**config.mk**
```make
export PLATFORM = sky130hd
export DESIGN_NAME = dac_board_update_control
export DESIGN_NICKNAME = d
export VERILOG_FILES = /design/src/dac_update_pkg.sv /design/src/dac_board_update_control.sv /design/src/dac_channel_latch.sv
export SDC_FILE = /design/constraint.sdc
export NUM_CORES = 1
export LEC_CHECK = 0
export BUFFER_PORTS_ARGS = -buffer_cell sky130_fd_sc_hd__buf_2
export CORE_MARGIN = 5
export CORE_UTILIZATION = 47
export DETAILED_ROUTE_END_ITERATION = 10
export PLACE_DENSITY = 0.77
export SYNTH_ARGS = -nofsm -noshare
export SYNTH_HDL_FRONTEND = slang
export SYNTH_HIERARCHICAL = 1
export SYNTH_SLANG_ARGS = --single-unit
export TNS_END_PERCENT = 5
```
**constraint.sdc**
```tcl
create_clock -name clk -period 3 [get_ports clk]
set_input_delay 0.3 -clock clk [delete_from_list [all_inputs] [get_ports clk]]
set_output_delay 0.3 -clock clk [all_outputs]
set_load 0.03 [all_outputs]
```
**src/dac_update_pkg.sv**
```systemverilog
// Shared constants for the converter board update control block
package dac_update_pkg;

	// Geometry of the converter array
	localparam int CH_COUNT = 8;             // Converter channels
	localparam int DATA_W   = 16;            // Converter word width
	localparam int CH_SEL_W = 3;             // Channel select width

	// Register indices; byte address is four times the index
	localparam logic [6:0] CH_BASE_IDX = 7'h60; // Channel 0 word
	localparam logic [6:0] CSR_BASE_IDX = 7'h70; // Channel 0 word + 10h
	localparam logic [6:0] STATUS_IDX = 7'h40; // Live board status

	// APB address field positions
	localparam int IDX_LSB  = 2;             // Index starts above byte bits
	localparam int IDX_MSB  = 8;             // Top of the 7-bit index
	localparam int ADDR_W   = 12;            // APB address width

	// Control and status register fields
	localparam int CSR_FAIL_OFF_BIT = 14;    // Low lights the fail lamp
	localparam int CSR_BUS2_BIT     = 13;    // Route to test bus two
	localparam int CSR_BUS1_BIT     = 12;    // Route to test bus one
	localparam int CSR_ENGAGE_BIT   = 11;    // Engage a test bus
	localparam int CSR_START_BIT    = 9;     // Program start convert
	localparam int CSR_FIELD_BIT    = 8;     // Field output enable
	localparam logic [15:0] CSR_STORE_MASK = 16'h7900; // Stored bits
	localparam logic [15:0] CSR_RESET      = 16'h0000; // All low

	// Status register fields
	localparam int STAT_DRIVEN_BIT  = 0;     // A test bus is driven
	localparam int STAT_DELAYED_BIT = 1;     // Delayed mode strapped
	localparam int STAT_TRIG_BIT    = 2;     // Trigger strapped

	// External trigger qualification
	localparam int CLK_PERIOD_NS  = 20;      // 50 MHz system clock
	localparam int TRIG_MIN_NS    = 150;     // Least low time of trigger
	localparam int TRIG_MIN_CYC   =
		(TRIG_MIN_NS + CLK_PERIOD_NS - 1) / CLK_PERIOD_NS;
	localparam logic [3:0] TRIG_MIN_CNT = 4'(TRIG_MIN_CYC);

endpackage : dac_update_pkg

```
**src/dac_board_update_control.sv**
```systemverilog
// Update control for an eight-channel converter board on APB
//
// Implementation choices: the APB interface to the registers and the address map.
`timescale 1ns/1ps
module dac_board_update_control
	import dac_update_pkg::*;
#(
	parameter int WIDTH = dac_update_pkg::DATA_W
) (
	// Clock and reset
	input  wire logic                      clk,
	input  wire logic                      rst_n,
	// APB slave
	input  wire logic                      psel,
	input  wire logic                      penable,
	input  wire logic                      pwrite,
	input  wire logic [dac_update_pkg::ADDR_W-1:0] paddr,
	input  wire logic [31:0]               pwdata,
	input  wire logic [3:0]                pstrb,
	output logic      [31:0]               prdata,
	output logic                           pready,
	output logic                           pslverr,
	// Configuration straps
	input  wire logic                      cfgDelayedMode,
	input  wire logic                      cfgTrigEnable,
	// Backplane and field pins
	input  wire logic                      extTrigger_n,
	input  wire logic                      adcEndOfConvert,
	// Converter side
	output logic [dac_update_pkg::CH_COUNT-1:0][WIDTH-1:0] dacWord,
	output logic [dac_update_pkg::CH_COUNT-1:0] dacConvertStart,
	// Routing switches and lamp
	output logic                           fieldOutputEnable,
	output logic                           failLedOn,
	output logic                           testBusOneOutput,
	output logic                           testBusTwoOutput,
	output logic                           senseGroundReturn,
	output logic [dac_update_pkg::CH_SEL_W-1:0] testChannelSel
);

	import dac_update_pkg::*;

	// Pin synchronisers: delayed, trigger, trigger_n, end of convert
	logic [3:0] pinMeta_ff;             // First stage, read by stage two
	logic [3:0] pinSync_ff;             // Second stage, safe to use
	logic [3:0] nxt_pinMeta;            // Raw pin sample
	logic       delayedMode;            // Synchronised delayed strap
	logic       trigEnabled;            // Synchronised trigger strap
	logic       trigLow;                // Trigger pin held low
	logic       eocLevel;               // End of convert level

	// Trigger qualifier and end-of-convert edge
	logic [3:0] trigCnt_ff;             // Cycles trigger seen low
	logic [3:0] nxt_trigCnt;            // Next low count
	logic       eocPrev_ff;             // Last end-of-convert level
	logic       trigFire;               // Qualified trigger event
	logic       eocRise;                // End-of-convert event

	// Bus decode
	logic [6:0] idx;                    // Printed register index
	logic       inRange;                // Upper address bits clear
	logic       isChan;                 // Channel word or byte
	logic       isCsr;                  // Control register
	logic       isStat;                 // Status register
	logic       mapped;                 // Any register hit
	logic [CH_SEL_W-1:0] chSel;         // Addressed channel
	logic       oddByte;                // Odd printed address
	logic       setupRd;                // Read setup phase
	logic       access;                 // Completing access
	logic       wrAcc;                  // Completing mapped write
	logic [31:0] rdVal;                 // Read data mux

	// Bus answer registers
	logic [31:0] prdata_ff;             // Read data
	logic        pready_ff;             // Access-phase ready
	logic        pslverr_ff;            // Unmapped answer
	logic [31:0] nxt_prdata;            // Next read data
	logic        nxt_pready;            // Next ready
	logic        nxt_pslverr;           // Next error

	// Control state
	logic [15:0] csr_ff;                // Stored control bits
	logic [15:0] nxt_csr;               // Next control bits
	logic        startPulse;            // Program start convert
	logic        engaged_ff;            // Test bus currently driven
	logic        nxt_engaged;           // Next engaged state
	logic        bus1_ff;               // Test bus one switch
	logic        bus2_ff;               // Test bus two switch
	logic        nxt_bus1;              // Next bus one switch
	logic        nxt_bus2;              // Next bus two switch
	logic [CH_SEL_W-1:0] testCh_ff;     // Latched channel address
	logic [CH_SEL_W-1:0] nxt_testCh;    // Next channel address
	logic [CH_COUNT-1:0] start_ff;      // Conversion start pulses
	logic [CH_COUNT-1:0] nxt_start;     // Next start pulses

	// Per-channel strobes and contents
	logic [CH_COUNT-1:0] wrLow;         // Low byte write
	logic [CH_COUNT-1:0] wrHigh;        // High byte write
	logic [CH_COUNT-1:0] update;        // Rank transfer
	logic [CH_COUNT-1:0][WIDTH-1:0] firstRank; // Bus-side words

	// Raw pins sampled straight into the first stage
	always_comb begin
		nxt_pinMeta = {adcEndOfConvert, extTrigger_n,
			cfgTrigEnable, cfgDelayedMode};
	end

	// Two-stage synchroniser; trigger idles high after reset
	always_ff @(posedge clk or negedge rst_n) begin
		if (!rst_n) begin
			pinMeta_ff <= 4'h4;
			pinSync_ff <= 4'h4;
		end else begin
			pinMeta_ff <= nxt_pinMeta;
			pinSync_ff <= pinMeta_ff;
		end
	end

	// Only the second stage is looked at
	assign delayedMode = pinSync_ff[0];
	assign trigEnabled = pinSync_ff[1];
	assign trigLow     = ~pinSync_ff[2];
	assign eocLevel    = pinSync_ff[3];

	// Trigger counts as one event once low for its least time;
	// shorter glitches are ignored, a long low fires only once
	always_comb begin
		nxt_trigCnt = trigCnt_ff;
		trigFire    = 1'b0;
		if (!trigLow) begin
			nxt_trigCnt = 4'h0;
		end else if (trigCnt_ff < TRIG_MIN_CNT) begin
			nxt_trigCnt = trigCnt_ff + 4'h1;
			trigFire    = (trigCnt_ff == TRIG_MIN_CNT - 4'h1);
		end
	end

	// Rising edge of the end-of-convert level
	assign eocRise = eocLevel & ~eocPrev_ff;

	// Trigger counter and edge history
	always_ff @(posedge clk or negedge rst_n) begin
		if (!rst_n) begin
			trigCnt_ff <= 4'h0;
			eocPrev_ff <= 1'b0;
		end else begin
			trigCnt_ff <= nxt_trigCnt;
			eocPrev_ff <= eocLevel;
		end
	end

	// Address decode on the printed index
	assign idx     = paddr[IDX_MSB:IDX_LSB];
	assign inRange = (paddr[ADDR_W-1:IDX_MSB+1] == '0)
		&& (paddr[IDX_LSB-1:0] == 2'h0);
	assign isChan  = inRange && (idx[6:4] == CH_BASE_IDX[6:4]);
	assign isCsr   = inRange && (idx[6:4] == CSR_BASE_IDX[6:4]);
	assign isStat  = inRange && (idx == STATUS_IDX);
	assign mapped  = isChan | isCsr | isStat;
	assign chSel   = idx[3:1];
	assign oddByte = idx[0];
	assign setupRd = psel & ~penable & ~pwrite;
	assign access  = psel & penable & pready_ff;
	assign wrAcc   = access & pwrite & mapped;

	// Read mux; reading never touches conversion state
	always_comb begin
		rdVal = 32'h0000_0000;
		if (isCsr) begin
			rdVal = {16'h0000, csr_ff};
		end else if (isChan && oddByte) begin
			rdVal = {24'h00_0000, firstRank[chSel][7:0]};
		end else if (isChan) begin
			rdVal = {16'h0000, firstRank[chSel]};
		end else if (isStat) begin
			rdVal[STAT_DRIVEN_BIT]  = engaged_ff;
			rdVal[STAT_DELAYED_BIT] = delayedMode;
			rdVal[STAT_TRIG_BIT]    = trigEnabled;
		end
	end

	// One wait-free access: ready rises for the access phase only
	always_comb begin
		nxt_pready  = psel & ~penable;
		nxt_pslverr = psel & ~penable & ~mapped;
		nxt_prdata  = prdata_ff;
		if (setupRd) begin
			nxt_prdata = rdVal;
		end
	end

	// Bus answer registers
	always_ff @(posedge clk or negedge rst_n) begin
		if (!rst_n) begin
			prdata_ff  <= 32'h0000_0000;
			pready_ff  <= 1'b0;
			pslverr_ff <= 1'b0;
		end else begin
			prdata_ff  <= nxt_prdata;
			pready_ff  <= nxt_pready;
			pslverr_ff <= nxt_pslverr;
		end
	end

	// Start bit is a pulse, only meaningful under the delayed strap
	assign startPulse = wrAcc & isCsr & pstrb[1]
		& pwdata[CSR_START_BIT] & delayedMode;

	// Channel strobes; bytes may come in either order, but the
	// high byte is what converts in immediate mode
	always_comb begin
		for (int i = 0; i < CH_COUNT; i++) begin
			wrLow[i]  = wrAcc & isChan & (chSel == CH_SEL_W'(i))
				& pstrb[0];
			wrHigh[i] = wrAcc & isChan & (chSel == CH_SEL_W'(i))
				& ~oddByte & pstrb[1];
			update[i] = delayedMode
				? (startPulse | (trigFire & trigEnabled))
				: wrHigh[i];
		end
	end

	// Low byte sits in lane 0 at both even and odd addresses
	generate
		for (genvar g = 0; g < CH_COUNT; g++) begin : gChan
			dac_channel_latch #(
				.WIDTH      (WIDTH)
			) uLatch (
				.clk        (clk),
				.rst_n      (rst_n),
				.wrLow      (wrLow[g]),
				.wrHigh     (wrHigh[g]),
				.dataIn     (pwdata[WIDTH-1:0]),
				.update     (update[g]),
				.firstRank  (firstRank[g]),
				.secondRank (dacWord[g])
			);
		end
	endgenerate

	// Control register, test routing and channel address latch
	always_comb begin
		nxt_csr     = csr_ff;
		nxt_testCh  = testCh_ff;
		nxt_engaged = engaged_ff;
		// Only the high lane carries control bits
		if (wrAcc && isCsr && pstrb[1]) begin
			nxt_csr = pwdata[15:0] & CSR_STORE_MASK;
		end
		// Every channel or control write latches the channel for the test switch
		if (wrAcc && (isChan || isCsr)) begin
			nxt_testCh = chSel;
		end
		// End of convert drops the bus; a write in the same cycle
		// re-engages, so a fresh request is never lost
		if (eocRise) begin
			nxt_engaged = 1'b0;
		end
		if (wrAcc && (isChan || isCsr) && nxt_csr[CSR_ENGAGE_BIT]) begin
			nxt_engaged = 1'b1;
		end
		// Switches follow the routing bits only while engaged
		nxt_bus1 = nxt_engaged & nxt_csr[CSR_ENGAGE_BIT]
			& nxt_csr[CSR_BUS1_BIT];
		nxt_bus2 = nxt_engaged & nxt_csr[CSR_ENGAGE_BIT]
			& nxt_csr[CSR_BUS2_BIT];
		nxt_start = update;
	end

	// Control state registers, all low at reset
	always_ff @(posedge clk or negedge rst_n) begin
		if (!rst_n) begin
			csr_ff     <= CSR_RESET;
			testCh_ff  <= '0;
			engaged_ff <= 1'b0;
			bus1_ff    <= 1'b0;
			bus2_ff    <= 1'b0;
			start_ff   <= '0;
		end else begin
			csr_ff     <= nxt_csr;
			testCh_ff  <= nxt_testCh;
			engaged_ff <= nxt_engaged;
			bus1_ff    <= nxt_bus1;
			bus2_ff    <= nxt_bus2;
			start_ff   <= nxt_start;
		end
	end

	// Outputs, each straight from a flip-flop except failLedOn, which is inverted
	assign prdata            = prdata_ff;
	assign pready            = pready_ff;
	assign pslverr           = pslverr_ff;
	assign dacConvertStart   = start_ff;
	assign fieldOutputEnable = csr_ff[CSR_FIELD_BIT];
	assign failLedOn         = ~csr_ff[CSR_FAIL_OFF_BIT];
	assign testBusOneOutput  = bus1_ff;
	assign testBusTwoOutput  = bus2_ff;
	assign senseGroundReturn = bus2_ff;
	assign testChannelSel    = testCh_ff;

endmodule : dac_board_update_control

```
**src/dac_channel_latch.sv**
```systemverilog
// Two-rank data latch in front of one converter channel
`timescale 1ns/1ps
module dac_channel_latch #(
	parameter int WIDTH = 16
) (
	// Clock and reset
	input  wire logic               clk,
	input  wire logic               rst_n,
	// Bus side
	input  wire logic               wrLow,
	input  wire logic               wrHigh,
	input  wire logic [WIDTH-1:0]   dataIn,
	// Update event
	input  wire logic               update,
	// Latch contents
	output logic      [WIDTH-1:0]   firstRank,
	output logic      [WIDTH-1:0]   secondRank
);

	logic [WIDTH-1:0] firstRank_ff;     // Written by the bus
	logic [WIDTH-1:0] secondRank_ff;    // Feeds the converter
	logic [WIDTH-1:0] nxt_firstRank;    // Next first rank
	logic [WIDTH-1:0] nxt_secondRank;   // Next second rank

	// Byte-wise load of the first rank, update copies it on
	always_comb begin
		nxt_firstRank  = firstRank_ff;
		nxt_secondRank = secondRank_ff;
		// Low byte lane
		if (wrLow) begin
			nxt_firstRank[WIDTH/2-1:0] = dataIn[WIDTH/2-1:0];
		end
		// High byte lane
		if (wrHigh) begin
			nxt_firstRank[WIDTH-1:WIDTH/2] = dataIn[WIDTH-1:WIDTH/2];
		end
		// Copy includes a byte written in the same cycle, so an
		// immediate high-byte write converts the fresh word
		if (update) begin
			nxt_secondRank = nxt_firstRank;
		end
	end

	// Both ranks clear at reset
	always_ff @(posedge clk or negedge rst_n) begin
		if (!rst_n) begin
			firstRank_ff  <= '0;
			secondRank_ff <= '0;
		end else begin
			firstRank_ff  <= nxt_firstRank;
			secondRank_ff <= nxt_secondRank;
		end
	end

	// Word passes unchanged, any coding is the software's business
	assign firstRank  = firstRank_ff;
	assign secondRank = secondRank_ff;

endmodule : dac_channel_latch

```
# [Word-level counts from Yosys, hierarchy flattened]
# Index checks and enable logic that the tools add are counted.
[op_classes] addsub=1 magnitude_cmp=2 eq_ne=11 muxes=38 bitwise_logic=58 reduce_logical=14
[op_table] op="8-bit two-way mux" count=16
[op_table] op="32-bit two-way mux" count=2
[op_table] op="1-bit bitwise AND" count=49
[op_table] op="16-bit binary-select mux with 3-bit select" count=1
[op_table] op="3-bit equality test (second input constant)" count=6
[op_table] op="16-bit two-way mux" count=1
[op_table] op="14-bit two-way mux" count=1
[op_table] op="13-bit two-way mux" count=1
[op_table] op="1-bit two-way mux" count=12
[op_table] op="1-bit logical AND" count=9
[op_table] op="4-bit two-way mux" count=2
[op_table] op="7-bit equality test (second input constant)" count=1
[op_table] op="3-bit by 2-bit equality test with 1-bit output (second input constant)" count=2
[op_table] op="3-bit zero test" count=2
[op_table] op="3-bit two-way mux" count=2
[op_table] op="1-bit inverter" count=6
[op_table] op="4-bit by 1-bit adder with 4-bit output (second input constant)" count=1
[op_table] op="4-bit by 3-bit equality test with 1-bit output (second input constant)" count=1
[op_table] op="3-bit by 4-bit less-than comparator with 1-bit output (second input constant)" count=1
[op_table] op="4-bit less-than comparator (second input constant)" count=1
[op_table] op="3-bit by 1-bit equality test with 1-bit output (second input constant)" count=1
[op_table] op="1-bit bitwise OR" count=3
[op_table] op="2-bit zero test" count=1
[op_table] op="2-bit nonzero test" count=1
[op_table] op="1-bit logical OR" count=1
[totals] register_bits=322 wordCells=154

# [Logic depth before layout (Yosys ltp)]
# Gate-level depths: netlist of the first run.
[logic_depth] word_depth=13 ltp_mapped=9 depth_no_buf=6

# [Cells and area by module]
# Netlist of the first run, hierarchy kept.
[by_module_without_submodules] mod="dac_channel_latch" n_inst=8 cells_per_inst=68 area_per_inst_um2=1318.8 seq_area_each_um2=800.8
[by_module_without_submodules] mod="dac_board_update_control" n_inst=1 cells_per_inst=276 area_per_inst_um2=3186.8 seq_area_each_um2=1253.7

# [Worst setup path before layout of the first run]
# Ideal clock, no wire load.
[synth_timing] path_kind="in2reg" startpoint="input paddr[10] (netlist name)" endpoint="register gChan[1].uLatch.secondRank_ff[15]" setup_ns=0.125 t_arrival_ns=2.627 t_required_ns=2.875 setup_slack_ns=0.248 path_stages=9 cell_sequence="or3_1 -> buf_2 -> or4_4 -> buf_6 -> or3_4 -> nor2_1 -> buf_6 -> mux2_4 -> mux2_4"
[synth_via] elab_cells_between_ends=19
[synth_rtl] element="start: declaration" line_no="dac_board_update_control.sv:17" text="input wire logic [dac_update_pkg::ADDR_W-1:0] paddr,"
[synth_rtl] element="3-bit zero test *" line_no="dac_board_update_control.sv:154" text="assign inRange = (paddr[ADDR_W-1:IDX_MSB+1] == '0)"
[synth_rtl] element="1-bit logical AND *" line_no="dac_board_update_control.sv:155" text="&& (paddr[IDX_LSB-1:0] == 2'h0);"
[synth_rtl] element="1-bit logical AND (on tied branches)" line_no="dac_board_update_control.sv:156, dac_board_update_control.sv:157"
[synth_rtl] element="1-bit bitwise OR (2 in series)" line_no="dac_board_update_control.sv:159" text="assign mapped = isChan | isCsr | isStat;"
[synth_rtl] element="1-bit bitwise AND" line_no="dac_board_update_control.sv:164" text="assign wrAcc = access & pwrite & mapped;"
[synth_rtl] element="1-bit bitwise AND * (2 in series)" line_no="dac_board_update_control.sv:215" text="wrHigh[i] = wrAcc & isChan & (chSel == CH_SEL_W'(i))"
[synth_rtl] element="1-bit bitwise AND * (2 in series)" line_no="dac_board_update_control.sv:216" text="& ~oddByte & pstrb[1];"
[synth_rtl] element="via wrHigh[1]" line_no="dac_board_update_control.sv:98" text="logic [CH_COUNT-1:0] wrHigh;"
[synth_rtl] element="8-bit two-way mux *" line_no="dac_channel_latch.sv:34" text="if (wrHigh) begin"
[synth_rtl] element="via gChan[1].uLatch.nxt_firstRank[15]" line_no="dac_channel_latch.sv:22" text="logic [WIDTH-1:0] nxt_firstRank;"
[synth_rtl] element="end signal: assignment" line_no="dac_channel_latch.sv:51" text="secondRank_ff <= nxt_secondRank;"
[synth_rtl] element="end: declaration" line_no="dac_channel_latch.sv:21" text="logic [WIDTH-1:0] secondRank_ff;"
# Mark *: on every way through the listed nets, which the timed path passes. The rest lies on a longest branch.
# A chain may end at the register's enable or synchronous reset.

# [Worst setup path in the final report of the first run]
[layout_timing] startpoint="input penable" endpoint="register gChan[1].uLatch.secondRank_ff[14]"
[layout_via] elab_cells_between_ends=15
[layout_rtl] element="start: declaration" line_no="dac_board_update_control.sv:15" text="input wire logic penable,"
[layout_rtl] element="1-bit bitwise AND (2 in series)" line_no="dac_board_update_control.sv:163" text="assign access = psel & penable & pready_ff;"
[layout_rtl] element="1-bit bitwise AND (2 in series)" line_no="dac_board_update_control.sv:164"
[layout_rtl] element="1-bit bitwise AND (2 in series)" line_no="dac_board_update_control.sv:215"
[layout_rtl] element="1-bit bitwise AND (2 in series)" line_no="dac_board_update_control.sv:216"
[layout_rtl] element="via wrHigh[1]" line_no="dac_board_update_control.sv:98"
[layout_rtl] element="8-bit two-way mux" line_no="dac_channel_latch.sv:34"
[layout_rtl] element="via gChan[1].uLatch.nxt_firstRank[14]" line_no="dac_channel_latch.sv:22"
# The timed path passes the listed nets, and every way through them passes these cells.

==> results.yml, run 1 <==
run_status:
  status: "complete, no violations"
timing:
  finalWorstSetupSlack_ps: 463
  post-route-period-util_pct: 84.6
  rsz0062_at_grt: "no"
  fin_skew_ps: 15.6
  slew_viol_final: 0
  relSlewSlack_pct: 46.3
  setup_tns_ps: 0
  min_period_ps: 2540
  worst_pin_slew_ps: 805
  final-hold-violation-count: 0
  fmax_mhz: 394
  setup_viol: 0
floorplanning:
  chipHeight_um: 181
  start_util_pct: 47.7
  core_sq_mm: 0.0288
  die-area_sq_mm: 0.0327
  chipWidth_um: 181
  io_pins: 235
  row_count: 62
grt:
  grt_use_total_pct: 20.9
  grt_overflow: 0
  grt_pass1_vias: 8545
  antenna_found_initial: 12
  grt_pass1_wl_mm: 53.6
  grt_max_degree: 88
cts:
  cts_made_buffers: 34
  root_buffer: "clkbuf_16"
  clk_pin_slew_ps: 60
  clock_latency_ps: 510
  htree_levels: 2
  clk_path_buf_depth: 3
  cts_tree: "done"
  cts_sinks: 306
  ctsResizeCount: 0
critical_path:
  crit_fanout: 8
  startpoint_type: "input port"
  worstSetupEndpointType: "flip-flop"
  required_ps: 3380
  critPathKind: "in -> reg"
  critPathArrivalTime_ps: 2920
synth:
  synth_top_area_cell: "dfrtp_1"
  synthArstFlopShare_pct: 100
  syn_inst: 820
  ys_seq_area_share_pct: 55.8
  synth-main-ff-cell: "dfrtp_1"
  netlist.area_leader.share_pct: 55.4
  synth_cell_types: 47
  syn_area_sq_mm: 0.0137
  avgSynthCellArea_sq_um: 16.8
  ys_ff_latch: 306
  synth_edf_count: 0
  synthTopCellsByArea: "dfrtp_1 (55%), mux2_4 (28%), mux4_2 (3.9%)"
  yosysWarnings: 6
cells_and_area:
  drive_gt1_share_pct: 56.9
  area_growth_pct: 21.1
  fin_area_sq_mm: 0.0166
  layout.cells.non_filler: 1464
  final_cell_mix: "dfrtp_1 (304), mux2_4 (256), buf_2 (199), clkbuf_16 (37), buf_4 (26)"
  fin_nets: 1106
  layout_commonest_cell: "dfrtp_1"
power_and_ir_drop:
  p_leak_nw: 8.48
  ir_worst_vdd_mv: 0.358
  pwr_density_cell_mw_per_mm2: 558
detailed_routing:
  drcViolationCount: 0
  drtIter0Drc: 483
  post_drt_wl_per_cell_um: 23.6
  vias_per_cell: 5.30
  vias: 7752
  dr.pass1.iters: 4
  antenna_left: 0
  drt_wl_total_mm: 34.5
placed_design:
  place_congestion: 0.954
  dp_slack_ps: 134
  dp_cells: 1390
  hpwl_mm: 24.2
  place_area_sq_mm: 0.0152
  port_buffers: 200
flow_run:
  drv_cap: 0
hold_path:
  hold_class: "in -> reg"
[per-layer routing]
metal | up-vias | global-route usage (%) | share of wire, %
li1 | 3413 | - | -
met1 | 3989 | 27.7 | 42
met2 | 266 | 33.4 | 47
met3 | 74 | 5.53 | 7.0
met4 | 10 | 7.87 | 3.7
met5 | - | 0 | 0.21
[synthesized netlist by cell type (2+ instances only)]
library cell and number:
dfrtp_1 304, mux2_4 256, buf_4 33, mux4_2 24
nor2_1 23, mux2_2 19, mux2i_1 18, buf_6 17
nand2_1 15, a22oi_1 12, o21ai_0 11, a22o_1 8
clkbuf_1 8, buf_2 6, nand3_1 5, nor2b_1 5
nor4_1 5, a221o_1 3, and3_1 3, inv_1 3
nand4_1 3, or2_2 3, a21boi_1 2, a21oi_1 2
buf_1 2, dfstp_2 2, nand2b_1 2, nand3b_1 2
nand4b_1 2, nor3_1 2, or2_1 2, or3_1 2
or4_1 2
[stage by stage]
step | power [W] | util [%] | hold WS, ps
2_1_floorplan | 0.00435 | - | 4.41
3_3_place_gp | 0.00452 | 52.9 | 336
3_5_place_dp | 0.00453 | 52.9 | 337
4_1_cts | 0.00939 | 57.7 | 76.4
5_1_grt | 0.00960 | 57.8 | 78.7
6_report | 0.00929 | 57.8 | 98.7
[area by class of cell]
cell class / instances / area (sq um)
Multi-Input combinational cell: 460 / 5650
Clock buffer: 47 / 1040
Fill cell: 2226 / 12100
Antenna cell: 7 / 17.5
Timing Repair Buffer: 243 / 1490
Inverter: 3 / 11.3
Tap cell: 384 / 480
Sequential cell: 306 / 7660
Clock inverter: 14 / 290
[power by group]
group	internal, W	total, W	switching [W]
registers	0.00414	0.00415	0.00000973
clock network	0.00313	0.00484	0.00170
logic	0.0000788	0.000305	0.000226
[final timing paths]
path	startpoint	to	slack (ps)	cells after the start
worst min register to register	pinMeta_ff[3]	pinSync_ff[3]	350	0
min in group asynchronous	rst_n	gChan[2].uLatch/secondRank[8]	400	2
max in group asynchronous	rst_n	gChan[1].uLatch/secondRank[10]	1660	3
worst max register to register	pready	gChan[1].uLatch/secondRank[14]	570	7
worst min-delay path	psel	pready	100	2
worst max-delay path	penable	gChan[1].uLatch/secondRank[14]	460	9
[registers in the layout, indices dropped and copies added, names as in the netlist]
name and cells:
gChan.uLatch/firstRank 128, gChan.uLatch/secondRank 128, prdata 16, dacConvertStart 8
csr_ff 5, pinMeta_ff 4, pinSync_ff 4, trigCnt_ff 4
testChannelSel 3, engaged_ff 1, eocPrev_ff 1, pready 1
pslverr 1, senseGroundReturn 1, testBusOneOutput 1
[worst max-delay path: stages]
cell and delay, ps:
dlygate4sd3_1 550, buf_2 140, nand4_1 140, or4_4 460, or3_4 370, nor2_1 130
buf_4 240, mux2_4 340, mux2_4 250
[cells by family (layout without fill, tap and decap cells)]
kind of cell             after synthesis  after routing  share of synthesized area (%)
AO/OA/AOI/OAI                         40             40                           2.08
AND/OR/NAND/NOR                       84             84                           3.36
adder cells (fa/ha/maj)                1              1                         0.0911
flip-flops                           306            306                           55.8
XOR/XNOR                               2              2                          0.128
multiplexers                         317            317                           34.8
buffers and inverters                 69            307                           3.77
other                                  1             23                         0.0273
[repair_timing]
| action | CTS | global route |
|---|---|---|
| buffers inserted | 0 | 0 |
| setup endpoints to repair | 0 | 0 |
| hold buffers | 6 | 0 |
| endpoints found under the hold margin | 86 | 0 |
(Power assumes the default switching activity.)
==> run 2: changes to the inputs <==
clock period = 2.6 ns   (was 3 ns; I/O delays follow)
==> run 2 against run 1 <==
Net effect: clock power is 11% lower; first-iteration DRC count is 11% lower; worst setup slack worse by 280 ps; count of clock-buffer cells in the layout is 4 lower; sequential power is 15% higher; hold slack better by 0.51 ps; critical path depth stayed put.
==> results.yml, run 2 (synthesis results as in run 1) <==
cells_and_area:
  layout_commonest_cell: "dfrtp_1"
  fillers: 2197
  area_growth_pct: 19.8
  fin_nets: 1117
  fin_area_sq_mm: 0.0165
  drive_gt1_share_pct: 57.0
  final_cell_mix: "dfrtp_1 (304), mux2_4 (256), buf_2 (199), buf_4 (36), clkbuf_16 (29)"
floorplanning:
  chipWidth_um: 181
  chipHeight_um: 181
  row_count: 62
  start_util_pct: 47.7
  die-area_sq_mm: 0.0327
  io_pins: 235
  core_sq_mm: 0.0288
placed_design:
  hpwl_mm: 23.8
  port_buffers: 200
  place_congestion: 0.923
  dp_slack_ps: -206
  place_area_sq_mm: 0.0154
cts:
  root_buffer: "clkbuf_16"
  postCtsSetupRepairBufs: 0
  cts_made_buffers: 29
  clk_path_buf_depth: 3
  cts_sinks: 306
  clk_pin_slew_ps: 60
  clock_latency_ps: 530
  htree_levels: 1
  cts_tree: "done"
flow_run:
  drv_cap: 0
timing:
  final-hold-violation-count: 0
  fin_skew_ps: 13.0
  finalWorstSetupSlack_ps: 182
  worst_pin_slew_ps: 597
  relSlewSlack_pct: 60.2
  setup_tns_ps: 0
  min_period_ps: 2420
  post-route-period-util_pct: 93.0
  setup_viol: 0
  fmax_mhz: 414
  fin_hold_ws_ps: 99.2
  rsz0062_at_grt: "no"
  slew_viol_final: 0
hold_path:
  hold_class: "in -> reg"
  hold_start: "pwdata[14]"
  hold_end: "csr_ff[14]"
  min_delay_path_depth: 3
detailed_routing:
  drcViolationCount: 0
  vias_per_cell: 5.24
  drtIter0Drc: 429
  dr.pass1.iters: 4
  vias: 7676
  antenna_left: 0
  drt_wl_total_mm: 33.3
  post_drt_wl_per_cell_um: 22.7
power_and_ir_drop:
  pwr_density_cell_mw_per_mm2: 574
  p_int_w: 0.00742
  ir_worst_vdd_mv: 0.414
  sw_frac_of_total_pct: 21.5
  p_switching_w: 0.00203
  p_leak_nw: 8.42
  power_frac_comb_pct: 3.8
  seqPwrFrac_pct: 50.6
  p_total_w: 0.00945
  clkPwrFrac_pct: 45.6
critical_path:
  rrSetupSlack_ps: 210
  critPathArrivalTime_ps: 2830
  crit_fanout: 5
  startpoint_type: "input port"
  critPathKind: "in -> reg"
  worstSetupEndpointType: "flip-flop"
  worstReg2RegEnd: "gChan[6].uLatch/secondRank[15]"
  required_ps: 3010
  reg2reg_from: "pready"
  r2r_cells: 7
grt:
  grt_pass1_vias: 8431
  grt_pass1_wl_mm: 51.1
  antenna_found_initial: 4
  grt_use_total_pct: 19.8
  grt_overflow: 0
  grt_max_degree: 78
run_status:
  status: "complete, no violations"
==> run 2: stage by stage <==
step           util (%)  std cells
3_5_place_dp       53.5       1405
3_3_place_gp       53.5       1405
5_1_grt            57.2       1465
2_1_floorplan         -        835
6_report           57.2       1465
4_1_cts            57.2       1464
==> run 2: what timing repair did <==
item | in CTS | in global routing
hold buffers | 7 | 0
resized for setup | 0 | 0
endpoints found under the hold margin | 76 | 0
endpoints found under the setup margin | 0 | 0
==> run 2: worst max-delay path by stage <==
| stage | from | endpoint | slack [ps] | cells after the start |
|---|---|---|---|---|
| after floorplan | paddr[10] | gChan[3].uLatch/secondRank[15] | -90 | 9 |
| after global placement | paddr[10] | gChan[6].uLatch/secondRank[1] | -160 | 8 |
| after detailed placement | paddr[10] | gChan[0].uLatch/secondRank[2] | -210 | 8 |
| after CTS | penable | gChan[6].uLatch/secondRank[15] | 210 | 9 |
| after global routing | penable | gChan[6].uLatch/secondRank[10] | 120 | 9 |
| final | penable | gChan[6].uLatch/secondRank[15] | 180 | 9 |
==> run 2: routing by layer <==
metal  track usage [%]  wire length (um)  up-vias
met5                 0                34        -
met4              5.94              1020        6
met3              4.14              1760       61
met2              32.9             16200      199
met1              26.3             14300     3998
li1                  -                 -     3412
==> run 2: power by group through the flow <==
| stage | sequential (W) | clock (W) | combinational (W) |
|---|---|---|---|
| after floorplan | 0.00488 | 0 | 0.000147 |
| after global placement | 0.00487 | 0 | 0.000349 |
| after detailed placement | 0.00487 | 0 | 0.000356 |
| after CTS | 0.00479 | 0.00440 | 0.000365 |
| after global routing | 0.00478 | 0.00458 | 0.000399 |
| final | 0.00479 | 0.00431 | 0.000360 |
==> run 2: final cells by class <==
type / instances / area [sq um] / share of cell area [%]
antenna: 1 / 2.50 / 0.0152
clock buffer: 43 / 848 / 5.16
clock inverter: 9 / 126 / 0.768
inverter: 3 / 11.3 / 0.0684
multi-input combinational: 460 / 5660 / 34.4
sequential: 306 / 7660 / 46.5
tap: 384 / 480 / 2.92
timing repair buffer: 259 / 1670 / 10.2
==> run 2: critical path: stages <==
cell	delay, ps
dlygate4sd3_1	560
buf_2	130
nand4_1	120
or4_4	450
or2_1	300
nor2_1	200
buf_4	210
mux2_4	320
mux2_4	260
==> run 3: changes to the inputs <==
clock period = 2.8 ns   (was 2.6 ns; I/O delays follow)
==> run 3 against run 2 <==
Net effect: sequential power down 7.1%; hold slack worse by 71 ps; largest cell class unchanged; sequential share of layout area is 0.26 points higher; global-route usage grew 0.78 points; via count is essentially flat; sequential cell count unchanged; total power down 7.9%; clock power shrank 9.0%; utilization shrank 0.32 points; critical path type unchanged.
==> results.yml, run 3 (synthesis results as in run 1) <==
run_status:
  status: "complete, no violations"
critical_path:
  cpMostUsedCell: "mux2_4"
  worstPathCellList: "dlygate4sd3_1 -> buf_2 -> nand4_1 -> or4_4 -> or3_4 -> nor2_1 -> buf_4 -> mux2_4 -> mux2_4"
  rrSetupSlack_ps: 280
  startpoint_type: "input port"
  critPathArrivalTime_ps: 2990
  crit_fanout: 5
  cp_slowest_cell: "dlygate4sd3_1"
  required_ps: 3230
  critPathMaxStageDelay_ps: 560
  worstSetupEndpointType: "flip-flop"
  r2r_cells: 7
  critPathKind: "in -> reg"
timing:
  final-hold-violation-count: 0
  setup_tns_ps: 0
  setup_viol: 0
  worst_pin_slew_ps: 811
  relSlewSlack_pct: 45.9
  post-route-period-util_pct: 91.6
  fin_skew_ps: 10.7
  fmax_mhz: 390
  slew_viol_final: 0
  rsz0062_at_grt: "no"
  min_period_ps: 2570
power_and_ir_drop:
  seqPwrFrac_pct: 51.1
  clkPwrFrac_pct: 45.1
  ir_worst_vdd_mv: 0.393
  p_leak_nw: 8.39
  p_total_w: 0.00870
  power_frac_comb_pct: 3.8
  p_int_w: 0.00680
  p_switching_w: 0.00190
  sw_frac_of_total_pct: 21.8
  pwr_density_cell_mw_per_mm2: 532
cells_and_area:
  fin_nets: 1115
  multi_input_area_sq_mm: 0.00565
  drive_gt1_share_pct: 56.4
  layout_commonest_cell: "dfrtp_1"
  layout.cells.non_filler: 1468
  fin_area_sq_mm: 0.0164
  seq_area_sq_mm: 0.00766
  area_growth_pct: 19.1
  fillers: 2214
  final_cell_mix: "dfrtp_1 (304), mux2_4 (256), buf_2 (199), buf_4 (38), clkbuf_16 (31)"
cts:
  cts_tree: "done"
  clock_latency_ps: 550
  clk_pin_slew_ps: 70
  root_buffer: "clkbuf_16"
  ctsResizeCount: 0
  cts_made_buffers: 30
  htree_levels: 1
  cts_sinks: 306
  postCtsSetupRepairBufs: 0
  clk_path_buf_depth: 3
flow_run:
  drv_cap: 0
detailed_routing:
  drtIter0Drc: 484
  antenna_left: 0
  drcViolationCount: 0
  vias: 7682
  dr.pass1.iters: 4
  drt_wl_total_mm: 34.2
  vias_per_cell: 5.23
  post_drt_wl_per_cell_um: 23.3
floorplanning:
  die-area_sq_mm: 0.0327
  io_pins: 235
  core_sq_mm: 0.0288
  row_count: 62
  chipWidth_um: 181
  chipHeight_um: 181
  start_util_pct: 47.7
placed_design:
  hpwl_mm: 24.7
  dp_cells: 1403
  place_congestion: 0.915
  place_area_sq_mm: 0.0153
  port_buffers: 200
grt:
  grt_overflow: 0
  grt_pass1_vias: 8590
  grt_max_degree: 95
  grt_use_total_pct: 20.5
  antenna_found_initial: 10
  grt_pass1_wl_mm: 53.1
hold_path:
  hold_class: "in -> reg"
  min_delay_path_depth: 2
run 3: cell count changes in the layout (fill, tap and decap cells not counted), sizes merged, moves of 2 or more:
cell | previous run | this run
buf | 252 | 250
bufinv | 3 | 1
clkbuf | 43 | 48
diode | 1 | 4
run 3: stage by stage:
stage | hold WS, ps | setup slack (ps) | util [%]
2_1_floorplan | -15.6 | 67.9 | -
4_1_cts | 2.75 | 283 | 56.8
6_report | 28.3 | 235 | 56.9
3_5_place_dp | 337 | -65.4 | 53.3
3_3_place_gp | 335 | -49.7 | 53.3
5_1_grt | 30.6 | 181 | 56.9
run 3: worst max-delay path: cells and delay by family:
family | cells | cell delay [ps]
and+or+nand+nor | 4 | 1190
buffers and inverters | 3 | 920
muxes | 2 | 590
run 3: final timing paths:
path / from / end
max: penable / gChan[2].uLatch/secondRank[8]
min: psel / pready
max reg2reg: pready / gChan[2].uLatch/secondRank[8]
min reg2reg: pinMeta_ff[3] / pinSync_ff[3]
max in group asynchronous: rst_n / pinMeta_ff[2]
min in group asynchronous: rst_n / gChan[0].uLatch/firstRank[11]
run 3: power by group through the flow:
| stage | Clock, W | Sequential, W | Combinational, W |
|---|---|---|---|
| 3_5_place_dp | 0 | 0.00453 | 0.000329 |
| 3_3_place_gp | 0 | 0.00453 | 0.000321 |
| 2_1_floorplan | 0 | 0.00453 | 0.000136 |
| 5_1_grt | 0.00420 | 0.00444 | 0.000368 |
| 4_1_cts | 0.00401 | 0.00445 | 0.000337 |
| 6_report | 0.00392 | 0.00445 | 0.000332 |
run 3: area by class of cell:
cell class	count	share of cell area (%)
Tap cell	384	2.94
Inverter	3	0.0688
Clock inverter	7	0.367
Multi-Input combinational cell	460	34.5
Timing Repair Buffer	256	9.76
Sequential cell	306	46.8
Clock buffer	48	5.50
Antenna cell	4	0.0612
run 3: what timing repair did:
item,4_1_cts,5_1_grt
hold buffers,6,0
setup endpoints to repair,0,0
endpoints found under the hold margin,92,0
run 3: metal layers:
metal	global-route usage (%)	vias to the layer above	wire, um
met5	0	-	96
met4	6.12	12	971
met3	4.46	68	1910
met2	33.0	221	16100
met1	28.4	3966	15100
li1	-	3415	-
